<file path="config.mk">
export PLATFORM = sky130hd
export DESIGN_NAME = cfd_config_decode
export DESIGN_NICKNAME = d
export VERILOG_FILES = /design/src/logic/cfd_pkg.sv /design/src/logic/cfd_level_map.sv /design/src/logic/cfd_otp_store.sv /design/src/logic/cfd_config_decode.sv
export SDC_FILE = /design/constraint.sdc
export NUM_CORES = 2
export LEC_CHECK = 0
export BUFFER_PORTS_ARGS = -buffer_cell sky130_fd_sc_hd__buf_2
export CORE_MARGIN = 8
export CORE_UTILIZATION = 41
export CTS_BUF_LIST = sky130_fd_sc_hd__clkbuf_8
export DETAILED_ROUTE_END_ITERATION = 6
export PLACE_DENSITY = 0.7
export RECOVER_POWER = 100
export SLEW_MARGIN = 20
export SYNTH_ARGS = -nofsm -noshare
export SYNTH_HDL_FRONTEND = slang
export SYNTH_SLANG_ARGS = --single-unit
</file>
<file path="constraint.sdc">
create_clock -name clock -period 63 [get_ports clock]
set_clock_uncertainty 0.2 [all_clocks]
set_input_delay 12.6 -clock clock [delete_from_list [all_inputs] [get_ports clock]]
set_output_delay 12.6 -clock clock [all_outputs]
set_load 0.02 [all_outputs]
</file>
<file path="src/logic/cfd_pkg.sv">
// How it works
// - window codes 11/10=25%, 01=50%, 00=75%
// - i2c one primary pins when bit set
// - i2c two primary pins when bit set
// - scan port follows enable bit
// - debug pair 1/2/3 for 11/10/01
// - dac outputs joined when bit zero
// - regset one level is code plus one, code 7 gives zero
// - regset two level is code plus one, code 7 gives zero
// - boot mode single/dual/protected/privileged
// - alternate vectors need boot segment
// - trim words read-only, writes ignored
// - trim words at fixed addresses, low bits
// - two read-only 24-bit identity words
// - 64 otp words 0x800f80 to 0x800ffe
// - otp written once per reset, in programming mode only
package cfd_pkg;
  // configuration space word addresses
  localparam logic [23:0] AMP1_TRIM_ADDR = 24'h800e48;
  localparam logic [23:0] AMP2_TRIM_ADDR = 24'h800e4c;
  localparam logic [23:0] ISRC_TRIM_ADDR = 24'h800e78;
  // identity word addresses near top of space
  localparam logic [23:0] PART_ID_ADDR = 24'hff0000;
  localparam logic [23:0] SIL_REV_ADDR = 24'hff0002;
  // otp area bounds
  localparam logic [23:0] OTP_BASE_ADDR = 24'h800f80;
  localparam logic [23:0] OTP_LAST_ADDR = 24'h800ffe;
  localparam int OTP_WORDS = 64;
  // trim field width in low bits
  localparam int TRIM_BITS = 6;
  // configuration word field positions
  localparam int WIN_POS = 0;
  localparam int I2C1_POS = 2;
  localparam int I2C2_POS = 3;
  localparam int SCAN_POS = 4;
  localparam int DBG_POS = 5;
  localparam int DAC_POS = 7;
  localparam int CTX1_POS = 8;
  localparam int CTX2_POS = 11;
  localparam int BOOT_POS = 14;
  localparam int AIVT_POS = 16;
  localparam int BSEG_POS = 17;
  // settings after reset before the latch
  localparam logic [23:0] CFG_RESET = 24'h000000;
  localparam logic [23:0] WORD_RESET = 24'h000000;
  // window percent codes
  localparam logic [6:0] WIN_PCT_25 = 7'h19;
  localparam logic [6:0] WIN_PCT_50 = 7'h32;
  localparam logic [6:0] WIN_PCT_75 = 7'h4b;
  // boot organisation
  typedef enum logic [1:0] {
    BOOT_PRIVILEGED,
    BOOT_PROTECTED,
    BOOT_DUAL,
    BOOT_SINGLE
  } cfd_boot_e;
endpackage

</file>
<file path="src/logic/cfd_level_map.sv">
`timescale 1ns/100ps
// maps a three bit register set code to a priority level
module cfd_level_map (
  input wire logic [2:0] code,
  output logic [3:0] level,
  output logic valid
);
  // reserved code gives level zero and not valid
  always_comb begin
    valid = (code != 3'h7);
    level = valid ? ({1'b0, code} + 4'h1) : 4'h0;
  end
endmodule

</file>
<file path="src/logic/cfd_otp_store.sv">
`timescale 1ns/100ps
// one-time-programmable user words in flip-flops
module cfd_otp_store #(
  parameter int WORDS = 64
) (
  input wire logic clock,
  input wire logic rst,
  input wire logic progMode,
  input wire logic progWrite,
  input wire logic [$clog2(WORDS)-1:0] progIndex,
  input wire logic [23:0] progData,
  input wire logic [$clog2(WORDS)-1:0] readIndex,
  output logic [23:0] readData
);
  logic [23:0] mem_q [WORDS];
  logic [WORDS-1:0] burnt_q;
  always_ff @(posedge clock or posedge rst) begin
    if (rst) begin
      burnt_q <= '0;
      for (int i = 0; i < WORDS; i++) begin
        mem_q[i] <= 24'h000000;
      end
    end else if (progMode && progWrite && !burnt_q[progIndex]) begin
      mem_q[progIndex] <= progData;
      burnt_q[progIndex] <= 1'b1;
    end
  end
  // reads always allowed
  assign readData = mem_q[readIndex];
  AST_OTPLOCK: assert property (@(posedge clock) disable iff (rst)
    !progMode |=> $stable(burnt_q))
    else $error("otp burnt outside programming");
endmodule

</file>
<file path="src/logic/cfd_config_decode.sv">
`timescale 1ns/100ps
// decodes latched configuration and serves table reads
module cfd_config_decode #(
  parameter logic [23:0] PART_ID = 24'h00a5a5, // arbitrary value
  parameter logic [23:0] SIL_REV = 24'h000001 // arbitrary value
) (
  input wire logic clock,
  input wire logic rst,
  input wire logic [23:0] nvConfig,
  input wire logic [23:0] nvAmp1Trim,
  input wire logic [23:0] nvAmp2Trim,
  input wire logic [23:0] nvIsrcTrim,
  input wire logic progMode,
  input wire logic progWrite,
  input wire logic [5:0] progIndex,
  input wire logic [23:0] progData,
  input wire logic tableRead,
  input wire logic tableWrite,
  input wire logic [23:0] tableAddr,
  input wire logic [23:0] tableWdata,
  output logic [23:0] tableRdata,
  output logic tableRvalid,
  output logic [6:0] watchdogWindowPct,
  output logic i2cOnePrimary,
  output logic i2cTwoPrimary,
  output logic scanPortEnable,
  output logic [2:0] debugPairOneHot,
  output logic debugReserved,
  output logic dacCrossConnect,
  output logic [3:0] altRegsetOneLevel,
  output logic [3:0] altRegsetTwoLevel,
  output cfd_pkg::cfd_boot_e bootPartitionMode,
  output logic altVectorEnable,
  output logic configValid
);
  // latched nonvolatile copies
  logic [23:0] cfg_q;
  logic [23:0] amp1_q, amp2_q, isrc_q;
  logic loaded_q;
  // decoded next values
  logic [6:0] winPct_d;
  logic [2:0] dbg_d;
  logic [3:0] lvl1, lvl2;
  logic lvl1Ok, lvl2Ok;
  logic [23:0] otpData;
  logic [23:0] rdata_d;
  logic unusedWrite;

  always_ff @(posedge clock or posedge rst) begin
    if (rst) begin
      loaded_q <= 1'b0;
      cfg_q <= cfd_pkg::CFG_RESET;
      amp1_q <= cfd_pkg::WORD_RESET;
      amp2_q <= cfd_pkg::WORD_RESET;
      isrc_q <= cfd_pkg::WORD_RESET;
    end else if (!loaded_q) begin
      loaded_q <= 1'b1;
      cfg_q <= nvConfig;
      amp1_q <= {18'h00000, nvAmp1Trim[cfd_pkg::TRIM_BITS-1:0]};
      amp2_q <= {18'h00000, nvAmp2Trim[cfd_pkg::TRIM_BITS-1:0]};
      isrc_q <= {18'h00000, nvIsrcTrim[cfd_pkg::TRIM_BITS-1:0]};
    end
  end

  always_comb begin
    case (cfg_q[cfd_pkg::WIN_POS +: 2])
      2'h3: winPct_d = cfd_pkg::WIN_PCT_25;
      2'h2: winPct_d = cfd_pkg::WIN_PCT_25;
      2'h1: winPct_d = cfd_pkg::WIN_PCT_50;
      default: winPct_d = cfd_pkg::WIN_PCT_75;
    endcase
  end

  always_comb begin
    case (cfg_q[cfd_pkg::DBG_POS +: 2])
      2'h3: dbg_d = 3'h1;
      2'h2: dbg_d = 3'h2;
      2'h1: dbg_d = 3'h4;
      default: dbg_d = 3'h0;
    endcase
  end

  cfd_level_map u_lvl1 (
    .code(cfg_q[cfd_pkg::CTX1_POS +: 3]),
    .level(lvl1),
    .valid(lvl1Ok)
  );
  cfd_level_map u_lvl2 (
    .code(cfg_q[cfd_pkg::CTX2_POS +: 3]),
    .level(lvl2),
    .valid(lvl2Ok)
  );

  // registered settings outputs, zero while reset is held
  always_ff @(posedge clock or posedge rst) begin
    if (rst) begin
      watchdogWindowPct <= 7'h00;
      i2cOnePrimary <= 1'b0;
      i2cTwoPrimary <= 1'b0;
      scanPortEnable <= 1'b0;
      debugPairOneHot <= 3'h0;
      debugReserved <= 1'b0;
      dacCrossConnect <= 1'b0;
      altRegsetOneLevel <= 4'h0;
      altRegsetTwoLevel <= 4'h0;
      bootPartitionMode <= cfd_pkg::BOOT_PRIVILEGED;
      altVectorEnable <= 1'b0;
      configValid <= 1'b0;
    end else begin
      watchdogWindowPct <= winPct_d;
      i2cOnePrimary <= cfg_q[cfd_pkg::I2C1_POS];
      i2cTwoPrimary <= cfg_q[cfd_pkg::I2C2_POS];
      scanPortEnable <= cfg_q[cfd_pkg::SCAN_POS];
      debugPairOneHot <= dbg_d;
      debugReserved <= loaded_q && (dbg_d == 3'h0);
      dacCrossConnect <= loaded_q && !cfg_q[cfd_pkg::DAC_POS];
      altRegsetOneLevel <= lvl1;
      altRegsetTwoLevel <= lvl2;
      bootPartitionMode <= cfd_pkg::cfd_boot_e'(cfg_q[cfd_pkg::BOOT_POS +: 2]);
      altVectorEnable <= cfg_q[cfd_pkg::AIVT_POS] && cfg_q[cfd_pkg::BSEG_POS];
      configValid <= loaded_q;
    end
  end

  cfd_otp_store #(
    .WORDS(cfd_pkg::OTP_WORDS)
  ) u_otp (
    .clock(clock),
    .rst(rst),
    .progMode(progMode),
    .progWrite(progWrite),
    .progIndex(progIndex),
    .progData(progData),
    .readIndex(tableAddr[6:1]),
    .readData(otpData)
  );

  // table read decode
  always_comb begin
    rdata_d = 24'h000000;
    if (tableAddr == cfd_pkg::AMP1_TRIM_ADDR) begin
      rdata_d = amp1_q;
    end else if (tableAddr == cfd_pkg::AMP2_TRIM_ADDR) begin
      rdata_d = amp2_q;
    end else if (tableAddr == cfd_pkg::ISRC_TRIM_ADDR) begin
      rdata_d = isrc_q;
    end else if (tableAddr == cfd_pkg::PART_ID_ADDR) begin
      rdata_d = PART_ID;
    end else if (tableAddr == cfd_pkg::SIL_REV_ADDR) begin
      rdata_d = SIL_REV;
    end else if (tableAddr >= cfd_pkg::OTP_BASE_ADDR &&
                 tableAddr <= cfd_pkg::OTP_LAST_ADDR) begin
      rdata_d = otpData;
    end
  end

  assign unusedWrite = tableWrite ^ (|tableWdata);

  // read answer one cycle after request
  always_ff @(posedge clock or posedge rst) begin
    if (rst) begin
      tableRdata <= 24'h000000;
      tableRvalid <= 1'b0;
    end else begin
      tableRvalid <= tableRead;
      tableRdata <= tableRead ? rdata_d : 24'h000000;
    end
  end

  // software copies trims after configValid
  // outputs trail the latch by one edge, so only check once valid
  AST_WIN: assert property (@(posedge clock) disable iff (rst)
    configValid |-> watchdogWindowPct == winPct_d)
    else $error("window percent wrong");
  // both upper codes give the quarter window
  AST_WIN25: assert property (@(posedge clock) disable iff (rst)
    configValid && cfg_q[cfd_pkg::WIN_POS + 1]
      |-> watchdogWindowPct == cfd_pkg::WIN_PCT_25)
    else $error("window not a quarter");
  AST_WIN50: assert property (@(posedge clock) disable iff (rst)
    configValid && cfg_q[cfd_pkg::WIN_POS +: 2] == 2'h1
      |-> watchdogWindowPct == cfd_pkg::WIN_PCT_50)
    else $error("window not a half");
  AST_WIN75: assert property (@(posedge clock) disable iff (rst)
    configValid && cfg_q[cfd_pkg::WIN_POS +: 2] == 2'h0
      |-> watchdogWindowPct == cfd_pkg::WIN_PCT_75)
    else $error("window not three quarters");
  AST_I2C1: assert property (@(posedge clock) disable iff (rst)
    ##1 i2cOnePrimary == $past(cfg_q[cfd_pkg::I2C1_POS]))
    else $error("i2c one routing wrong");
  AST_I2C2: assert property (@(posedge clock) disable iff (rst)
    ##1 i2cTwoPrimary == $past(cfg_q[cfd_pkg::I2C2_POS]))
    else $error("i2c two routing wrong");
  AST_SCAN: assert property (@(posedge clock) disable iff (rst)
    configValid |-> scanPortEnable == cfg_q[cfd_pkg::SCAN_POS])
    else $error("scan enable wrong");
  AST_DBG: assert property (@(posedge clock) disable iff (rst)
    configValid |-> $countones(debugPairOneHot) == (debugReserved ? 0 : 1))
    else $error("debug pair wrong");
  AST_DBG1: assert property (@(posedge clock) disable iff (rst)
    configValid && cfg_q[cfd_pkg::DBG_POS +: 2] == 2'h3
      |-> debugPairOneHot == 3'h1)
    else $error("debug pair one not chosen");
  AST_DBG2: assert property (@(posedge clock) disable iff (rst)
    configValid && cfg_q[cfd_pkg::DBG_POS +: 2] == 2'h2
      |-> debugPairOneHot == 3'h2)
    else $error("debug pair two not chosen");
  AST_DBG3: assert property (@(posedge clock) disable iff (rst)
    configValid && cfg_q[cfd_pkg::DBG_POS +: 2] == 2'h1
      |-> debugPairOneHot == 3'h4)
    else $error("debug pair three not chosen");
  AST_DBGRES: assert property (@(posedge clock) disable iff (rst)
    configValid |-> debugReserved == (cfg_q[cfd_pkg::DBG_POS +: 2] == 2'h0))
    else $error("reserved debug flag wrong");
  AST_DAC: assert property (@(posedge clock) disable iff (rst)
    configValid |-> dacCrossConnect == !cfg_q[cfd_pkg::DAC_POS])
    else $error("dac cross connect wrong");
  AST_LVL: assert property (@(posedge clock) disable iff (rst)
    configValid && lvl1Ok |-> altRegsetOneLevel ==
      {1'b0, cfg_q[cfd_pkg::CTX1_POS +: 3]} + 4'h1)
    else $error("regset one level wrong");
  AST_LVL2: assert property (@(posedge clock) disable iff (rst)
    configValid && lvl2Ok |-> altRegsetTwoLevel ==
      {1'b0, cfg_q[cfd_pkg::CTX2_POS +: 3]} + 4'h1)
    else $error("regset two level wrong");
  AST_LVLRES1: assert property (@(posedge clock) disable iff (rst)
    configValid && cfg_q[cfd_pkg::CTX1_POS +: 3] == 3'h7
      |-> altRegsetOneLevel == 4'h0)
    else $error("regset one reserved level wrong");
  AST_LVLRES2: assert property (@(posedge clock) disable iff (rst)
    configValid && cfg_q[cfd_pkg::CTX2_POS +: 3] == 3'h7
      |-> altRegsetTwoLevel == 4'h0)
    else $error("regset two reserved level wrong");
  AST_BOOT: assert property (@(posedge clock) disable iff (rst)
    configValid && cfg_q[cfd_pkg::BOOT_POS +: 2] == 2'h3
      |-> bootPartitionMode == cfd_pkg::BOOT_SINGLE)
    else $error("boot mode not single");
  AST_BOOTPRIV: assert property (@(posedge clock) disable iff (rst)
    configValid && cfg_q[cfd_pkg::BOOT_POS +: 2] == 2'h0
      |-> bootPartitionMode == cfd_pkg::BOOT_PRIVILEGED)
    else $error("boot mode not privileged");
  AST_AIVT: assert property (@(posedge clock) disable iff (rst)
    altVectorEnable |-> cfg_q[cfd_pkg::BSEG_POS])
    else $error("vectors without boot segment");
  AST_HOLD: assert property (@(posedge clock) disable iff (rst)
    configValid |=> $stable(cfg_q) && $stable(amp1_q))
    else $error("configuration changed after load");
  AST_TRIM: assert property (@(posedge clock) disable iff (rst)
    tableRead && tableAddr == cfd_pkg::AMP1_TRIM_ADDR
      |=> tableRvalid && tableRdata[23:cfd_pkg::TRIM_BITS] == '0)
    else $error("trim upper bits set");
  // second amplifier trim upper bits clear
  AST_TRIM2: assert property (@(posedge clock) disable iff (rst)
    tableRead && tableAddr == cfd_pkg::AMP2_TRIM_ADDR
      |=> tableRdata[23:cfd_pkg::TRIM_BITS] == '0)
    else $error("second trim upper bits set");
  // current source trim upper bits clear
  AST_TRIMI: assert property (@(posedge clock) disable iff (rst)
    tableRead && tableAddr == cfd_pkg::ISRC_TRIM_ADDR
      |=> tableRdata[23:cfd_pkg::TRIM_BITS] == '0)
    else $error("source trim upper bits set");
  // a write never moves a loaded trim
  AST_WRITE: assert property (@(posedge clock) disable iff (rst)
    tableWrite && loaded_q
      |=> $stable(amp1_q) && $stable(amp2_q) && $stable(isrc_q))
    else $error("trim changed by write");
  AST_ID: assert property (@(posedge clock) disable iff (rst)
    tableRead && tableAddr == cfd_pkg::PART_ID_ADDR
      |=> tableRdata == PART_ID)
    else $error("part identifier wrong");
  AST_REV: assert property (@(posedge clock) disable iff (rst)
    tableRead && tableAddr == cfd_pkg::SIL_REV_ADDR
      |=> tableRdata == SIL_REV)
    else $error("silicon revision wrong");
  // reads inside the user area return the stored word
  AST_OTPRD: assert property (@(posedge clock) disable iff (rst)
    tableRead && tableAddr >= cfd_pkg::OTP_BASE_ADDR &&
      tableAddr <= cfd_pkg::OTP_LAST_ADDR
      |=> tableRvalid && tableRdata == $past(otpData))
    else $error("otp read wrong");
endmodule

</file>
Word-level counts from Yosys, hierarchy flattened
Index checks and enable logic that the tools add are counted.
Operators by class
  add/sub/neg operators: 2
  order comparisons: 7
  equal/unequal tests: 13
  mux-type cells: 21
  bitwise logic cells: 3
  reduce and logical (&&, ||, !) cells: 12
Operators with widths (count)
  1536-bit bitwise mux: 1
  24-bit 2-to-1 mux: 10
  24-bit binary-select mux with 6-bit select: 1
  24-bit demux with 6-bit select: 1
  24-bit equality test (second input constant): 5
  64-bit OR: 1
  24-bit >= comparator (second input constant): 1
  24-bit <= comparator (second input constant): 1
  7-bit >= comparator (second input constant): 2
  6-bit inverter with 7-bit output: 2
  7-bit one-hot mux with 2 select lines: 1
  3-bit one-hot mux with 3 select lines: 1
  3-bit by 1-bit adder with 4-bit output (second input constant): 2
  2-bit equality test (second input constant): 4
  1-bit logical AND: 8
  4-bit 2-to-1 mux: 2
  6-bit by 7-bit < comparator with 1-bit output (second input constant): 1
  7-bit by 1-bit < comparator with 1-bit output (second input constant): 1
  1-bit binary-select mux with 6-bit select: 1
  1-bit demux with 6-bit select: 1
  6-bit by 1-bit >= comparator with 1-bit output (second input constant): 1
  3-bit inequality test (second input constant): 2
  2-bit by 1-bit equality test with 1-bit output (second input constant): 2
  3-bit zero test: 1
  other kinds (3): 5
Word-level totals
  register bits: 1689
  bits of input ports: 180
  output and inout bits: 52
  word-level logic and storage cells: 142

Depth between registers and ports, before layout
  word-level depth: 11
  gate-level depth with buffers: 12
  mapped depth without buffers: 7

By module
A second synthesis with hierarchy kept.
Unflattened totals
  cell total of the unflattened synthesis: 4637
  area total of the unflattened synthesis: 75884.0 µm²
Modules (own cells, without submodules)
  cfd_otp_store: instances 1, cells each 4388, area each 72504.5 µm², sequential area each 40038.4 µm²
  cfd_config_decode: instances 1, cells each 239, area each 3294.4 µm², sequential area each 2177.1 µm²
  cfd_level_map: instances 2, cells each 5, area each 42.5 µm², sequential area each 0.0 µm²

Worst setup path after synthesis
Ideal clock, no wire load.
  kind: input -> register
  from: input port progIndex[2]
  to: register u_otp.mem_q[105] in the netlist's numbering
  setup time: 0.125 ns
  arrival time: 15.347 ns
  required time: 62.675 ns
  slack: 47.328 ns
  stages: 11
  path buffers: 5
  cell sequence: buf_2 -> buf_2 -> buf_2 -> clkbuf_1 -> mux2i_1 -> a22oi_1 -> a221oi_1 -> nand3_1 -> nor2_1 -> buf_2 -> mux2_2
Between the ends
  longest elaborated chain between the ends: 6
  elaborated cells on any way between the ends: 11
  classes of those cells: 2 x order compare; 5 x mux; 1 x bitwise; 3 x reduce/logical
RTL lines
  start, declared: RTL line cfd_config_decode.sv:15  | input wire logic [5:0] progIndex,
  6-bit inverter with 7-bit output (not written as such): RTL line cfd_otp_store.sv:24  | mem_q[progIndex] <= progData;
  7-bit >= comparator (not written as such) or 7-bit by 1-bit < comparator with 1-bit output (tied branches): RTL line cfd_otp_store.sv:24
  1-bit logical AND (not written as such): RTL line cfd_otp_store.sv:24
  24-bit 2-to-1 mux (not written as such): RTL line cfd_otp_store.sv:24
  24-bit demux with 6-bit select: RTL line cfd_otp_store.sv:24
  1536-bit bitwise mux: RTL line cfd_otp_store.sv:24
  end signal, assigned by index: RTL line cfd_otp_store.sv:24
  end, declared: RTL line cfd_otp_store.sv:15  | logic [23:0] mem_q [WORDS];
Several ways; a longest one is shown, not always the timed one. The select of a mux whose other input is x is not followed.
A chain may end at the register's enable or synchronous reset.

==> impl_metrics.json <==
{
  "outcome": "complete, but fails checks",
  "failed_checks": "max-capacitance violations, max-slew violations",
  "r2r_slack_ns": 57.26,
  "grt.total_usage_pct": 20.71,
  "cts_resized": 0,
  "first_pass_iters": 5,
  "synth_async_sr_flop_share_pct": 100.0,
  "use_met1_pct": 27.61,
  "clk_path_buf_depth": 4,
  "rows": 157,
  "cp_cell_sequence": "buf_2 -> clkinvlp_2 -> clkbuf_1 -> clkbuf_1 -> clkbuf_1 -> clkbuf_1 -> clkbuf_1",
  "p_total_mw": 2.391,
  "cts_hold_buf": 0,
  "slew_headroom_pct": -529.8,
  "p_clk_share_pct": 40.1,
  "met2_usage_pct": 33.72,
  "leakage_nw": 40.05,
  "slew_violations": 3539,
  "max_cap_viol_count": 90,
  "clk_latency_ns": 1.00,
  "path_max_fanout": 132,
  "crit_slowest_cell": "clkinvlp_2",
  "crit_buf_inv": 7,
  "finalHoldViolCount": 0,
  "max_stage_delay_ns": 3.29,
  "crit_path_start_kind": "input port",
  "grt-busiest-layer": "met2",
  "cpMostUsedCell": "clkbuf_1",
  "avgRoutedWirePerCell_um": 27.53,
  "drcViolationCount": 0,
  "critPathRequiredTime_ns": 63.03,
  "p_comb_share_pct": 9.6,
  "place_hpwl_um": 120700,
  "hp-start": "cfg_q[4]",
  "grt_max_degree": 181,
  "cp.arrival_ns": 30.84,
  "yosys-top-cells-count": "dfrtp_1 (1,687), mux2_2 (1,585), mux4_2 (412), clkbuf_1 (270), buf_2 (130)",
  "cts_setup_buffers": 0,
  "reg2reg_from": "u_otp.burnt_q[51]",
  "synth.distinct_cells": 70,
  "drtIter0Drc": 3829,
  "globalRouteMet3Util_pct": 4.293,
  "grt_pass1_wl_um": 311400,
  "path_clk_slew_ns": 0.06,
  "dieWidth_um": 445.5,
  "gp_congestion": 0.8219,
  "synth_flop_cell": "dfrtp_1",
  "yosysMostFrequentCell": "dfrtp_1",
  "min_path_cells": 0,
  "max_freq_mhz": 32.46,
  "clkSinkCount": 1687,
  "pwr-share-seq_pct": 50.3,
  "cts_made_buffers": 285,
  "io-pin-count": 232,
  "synthTopCellsByArea": "dfrtp_1 (56%), mux2_2 (24%), mux4_2 (12%), clkbuf_1 (1.3%), buf_2 (0.86%)",
  "power_switching_mw": 0.5847,
  "first_global_vias": 46600,
  "irDropWorstVdd_uv": 22.59,
  "start_util_pct": 41.27,
  "antenna_found_initial": 17,
  "areaGrowthSynthToFinish_pct": 10.73,
  "worst_pin_slew_ns": 9.447,
  "r2r-end": "u_otp.mem_q[394]",
  "hold_class": "flop to flop",
  "setup_slack_ns": 32.19,
  "cp-end-kind": "asynchronous set/reset pin",
  "grt_setup_unrepaired": "no",
  "internal-power_mw": 1.806,
  "cts_htree_levels": 5,
  "netSwitchingFraction_pct": 24.45,
  "ant_nets": 0,
  "yosysTopAreaCell": "dfrtp_1",
  "coreArea_um2": 183300,
  "synth-seq-area-share_pct": 55.81,
  "die_h_um": 445.5,
  "grt-ovfl-total": 0,
  "yosysWarningCount": 0,
  "synth_top_area_share_pct": 55.81,
  "min_to": "scanPortEnable",
  "cts_tree": "done",
  "p_per_area_nw_per_um2": 28.55,
  "drive_gt1_share_pct": 50.55,
  "port_buffers": 145,
  "fin_crit_sh_pct": 48.90,
  "nets": 5099,
  "crit_family": "buffers and inverters",
  "viasPerCell": 5.822,
  "synth-seq-cells": 1687,
  "wirelength_um": 208400,
  "cts_root_buf": "clkbuf_8",
  "placed_area_um2": 78720,
  "vias": 44060,
  "fin_area_um2": 83750,
  "period_needed_ns": 30.81,
  "die_area_um2": 198500,
  "syn-num-nets": 5030,
  "syn_avg_cell_area_um2": 15.61,
  "critPathKind": "input port to asynchronous set/reset pin",
  "synthesis.area_um2": 75640,
  "synth_edf_count": 0,
  "worstRegToRegCells": 8,
  "final.setup.tns_ns": 0,
  "setup_viol": 0,
  "nFillCells": 15900,
  "place_ws_ns": 44.54,
  "syn_inst": 4846
}
## per-layer routing
layer / vias up / part of all wire, % / wire length (µm)
li1: 18170 / - / -
met1: 24120 / 41 / 86420
met2: 1380 / 49 / 101200
met3: 379 / 6.3 / 13150
met4: 8 / 3.6 / 7582
met5: - / 0.027 / 57
## cell type report
cell class / instances / area, µm² / share of cell area (%)
Timing Repair Buffer: 258 / 1348 / 1.609
Inverter: 16 / 61.31 / 0.07320
Tap cell: 2464 / 3083 / 3.681
Clock buffer: 362 / 4982 / 5.949
Sequential cell: 1687 / 42220 / 50.41
Multi-Input combinational cell: 2667 / 31490 / 37.59
Antenna cell: 8 / 20.02 / 0.02390
Clock inverter: 106 / 556.8 / 0.6648
## stage by stage
stage	utilization [%]	std cells	hold WS, ns
5_1_grt	45.69	7562	0.1852
2_1_floorplan	-	4846	0.1486
6_report	45.70	7568	0.1752
3_5_place_dp	42.95	7090	0.1616
3_3_place_gp	42.93	7090	0.1542
4_1_cts	45.97	7558	0.1711
## flip-flops by register name, summed over array words and instances (netlist names), 5 cells and up
| name | cells |
|---|---|
| amp1_q | 6 |
| u_otp.mem_q | 1536 |
| amp2_q | 6 |
| tableRdata | 24 |
| isrc_q | 6 |
| watchdogWindowPct | 5 |
| u_otp.burnt_q | 64 |
| cfg_q | 18 |
## cell families (layout without fill, tap and decap cells)
kind of cell / after synthesis / after routing / share of synthesized area (%)
other: 2 / 10 / 0.009929
multiplexers: 2054 / 2054 / 36.62
buffers and inverters: 492 / 742 / 2.678
adder cells (fa/ha/maj): 4 / 4 / 0.06617
AND/OR/NAND/NOR: 392 / 392 / 2.816
AO/OA/AOI/OAI: 215 / 215 / 1.997
flip-flops: 1687 / 1687 / 55.81
## worst reg2reg max path, cell delays in order, from the launching register on
cell      delay (ns)
dfrtp_1         0.38
mux2_2          0.27
a221o_1         0.31
a222oi_1        0.42
o21bai_1        0.15
nor2_1          0.92
and3_2          0.37
clkbuf_1        2.08
mux2_2          0.51
## layout by cell type, fill, tap and decap left out, types with 53 or more instances in the layout
cell and count:
clkbuf_8 362, nand2_1 74, inv_1 89, mux4_2 412, mux2_2 1584, mux2i_1 57
buf_2 75, nand3_1 57, nand2b_1 53, dfrtp_1 1687, clkbuf_1 121, buf_4 57
## power by group through the flow
stage,Clock [mW],Combinational (mW),Sequential [mW]
after global placement,0,0.224,1.21
after floorplan,0,0.172,1.22
after CTS,0.981,0.232,1.20
after detailed placement,0,0.231,1.22
after global routing,1.03,0.246,1.21
final,0.960,0.228,1.20
## worst max-delay path by stage
stage | from | to | slack (ns) | cells past startpoint
after floorplan | rst | altRegsetOneLevel[0] | 2.59 | 1
after global placement | rst | cfg_q[14] | 44.73 | 7
after detailed placement | rst | cfg_q[14] | 44.54 | 7
after CTS | rst | watchdogWindowPct[5] | 45.63 | 7
after global routing | rst | isrc_q[1] | 28.33 | 7
final | rst | altRegsetOneLevel[3] | 32.19 | 7
No activity file was read; power rests on OpenSTA's default activity.
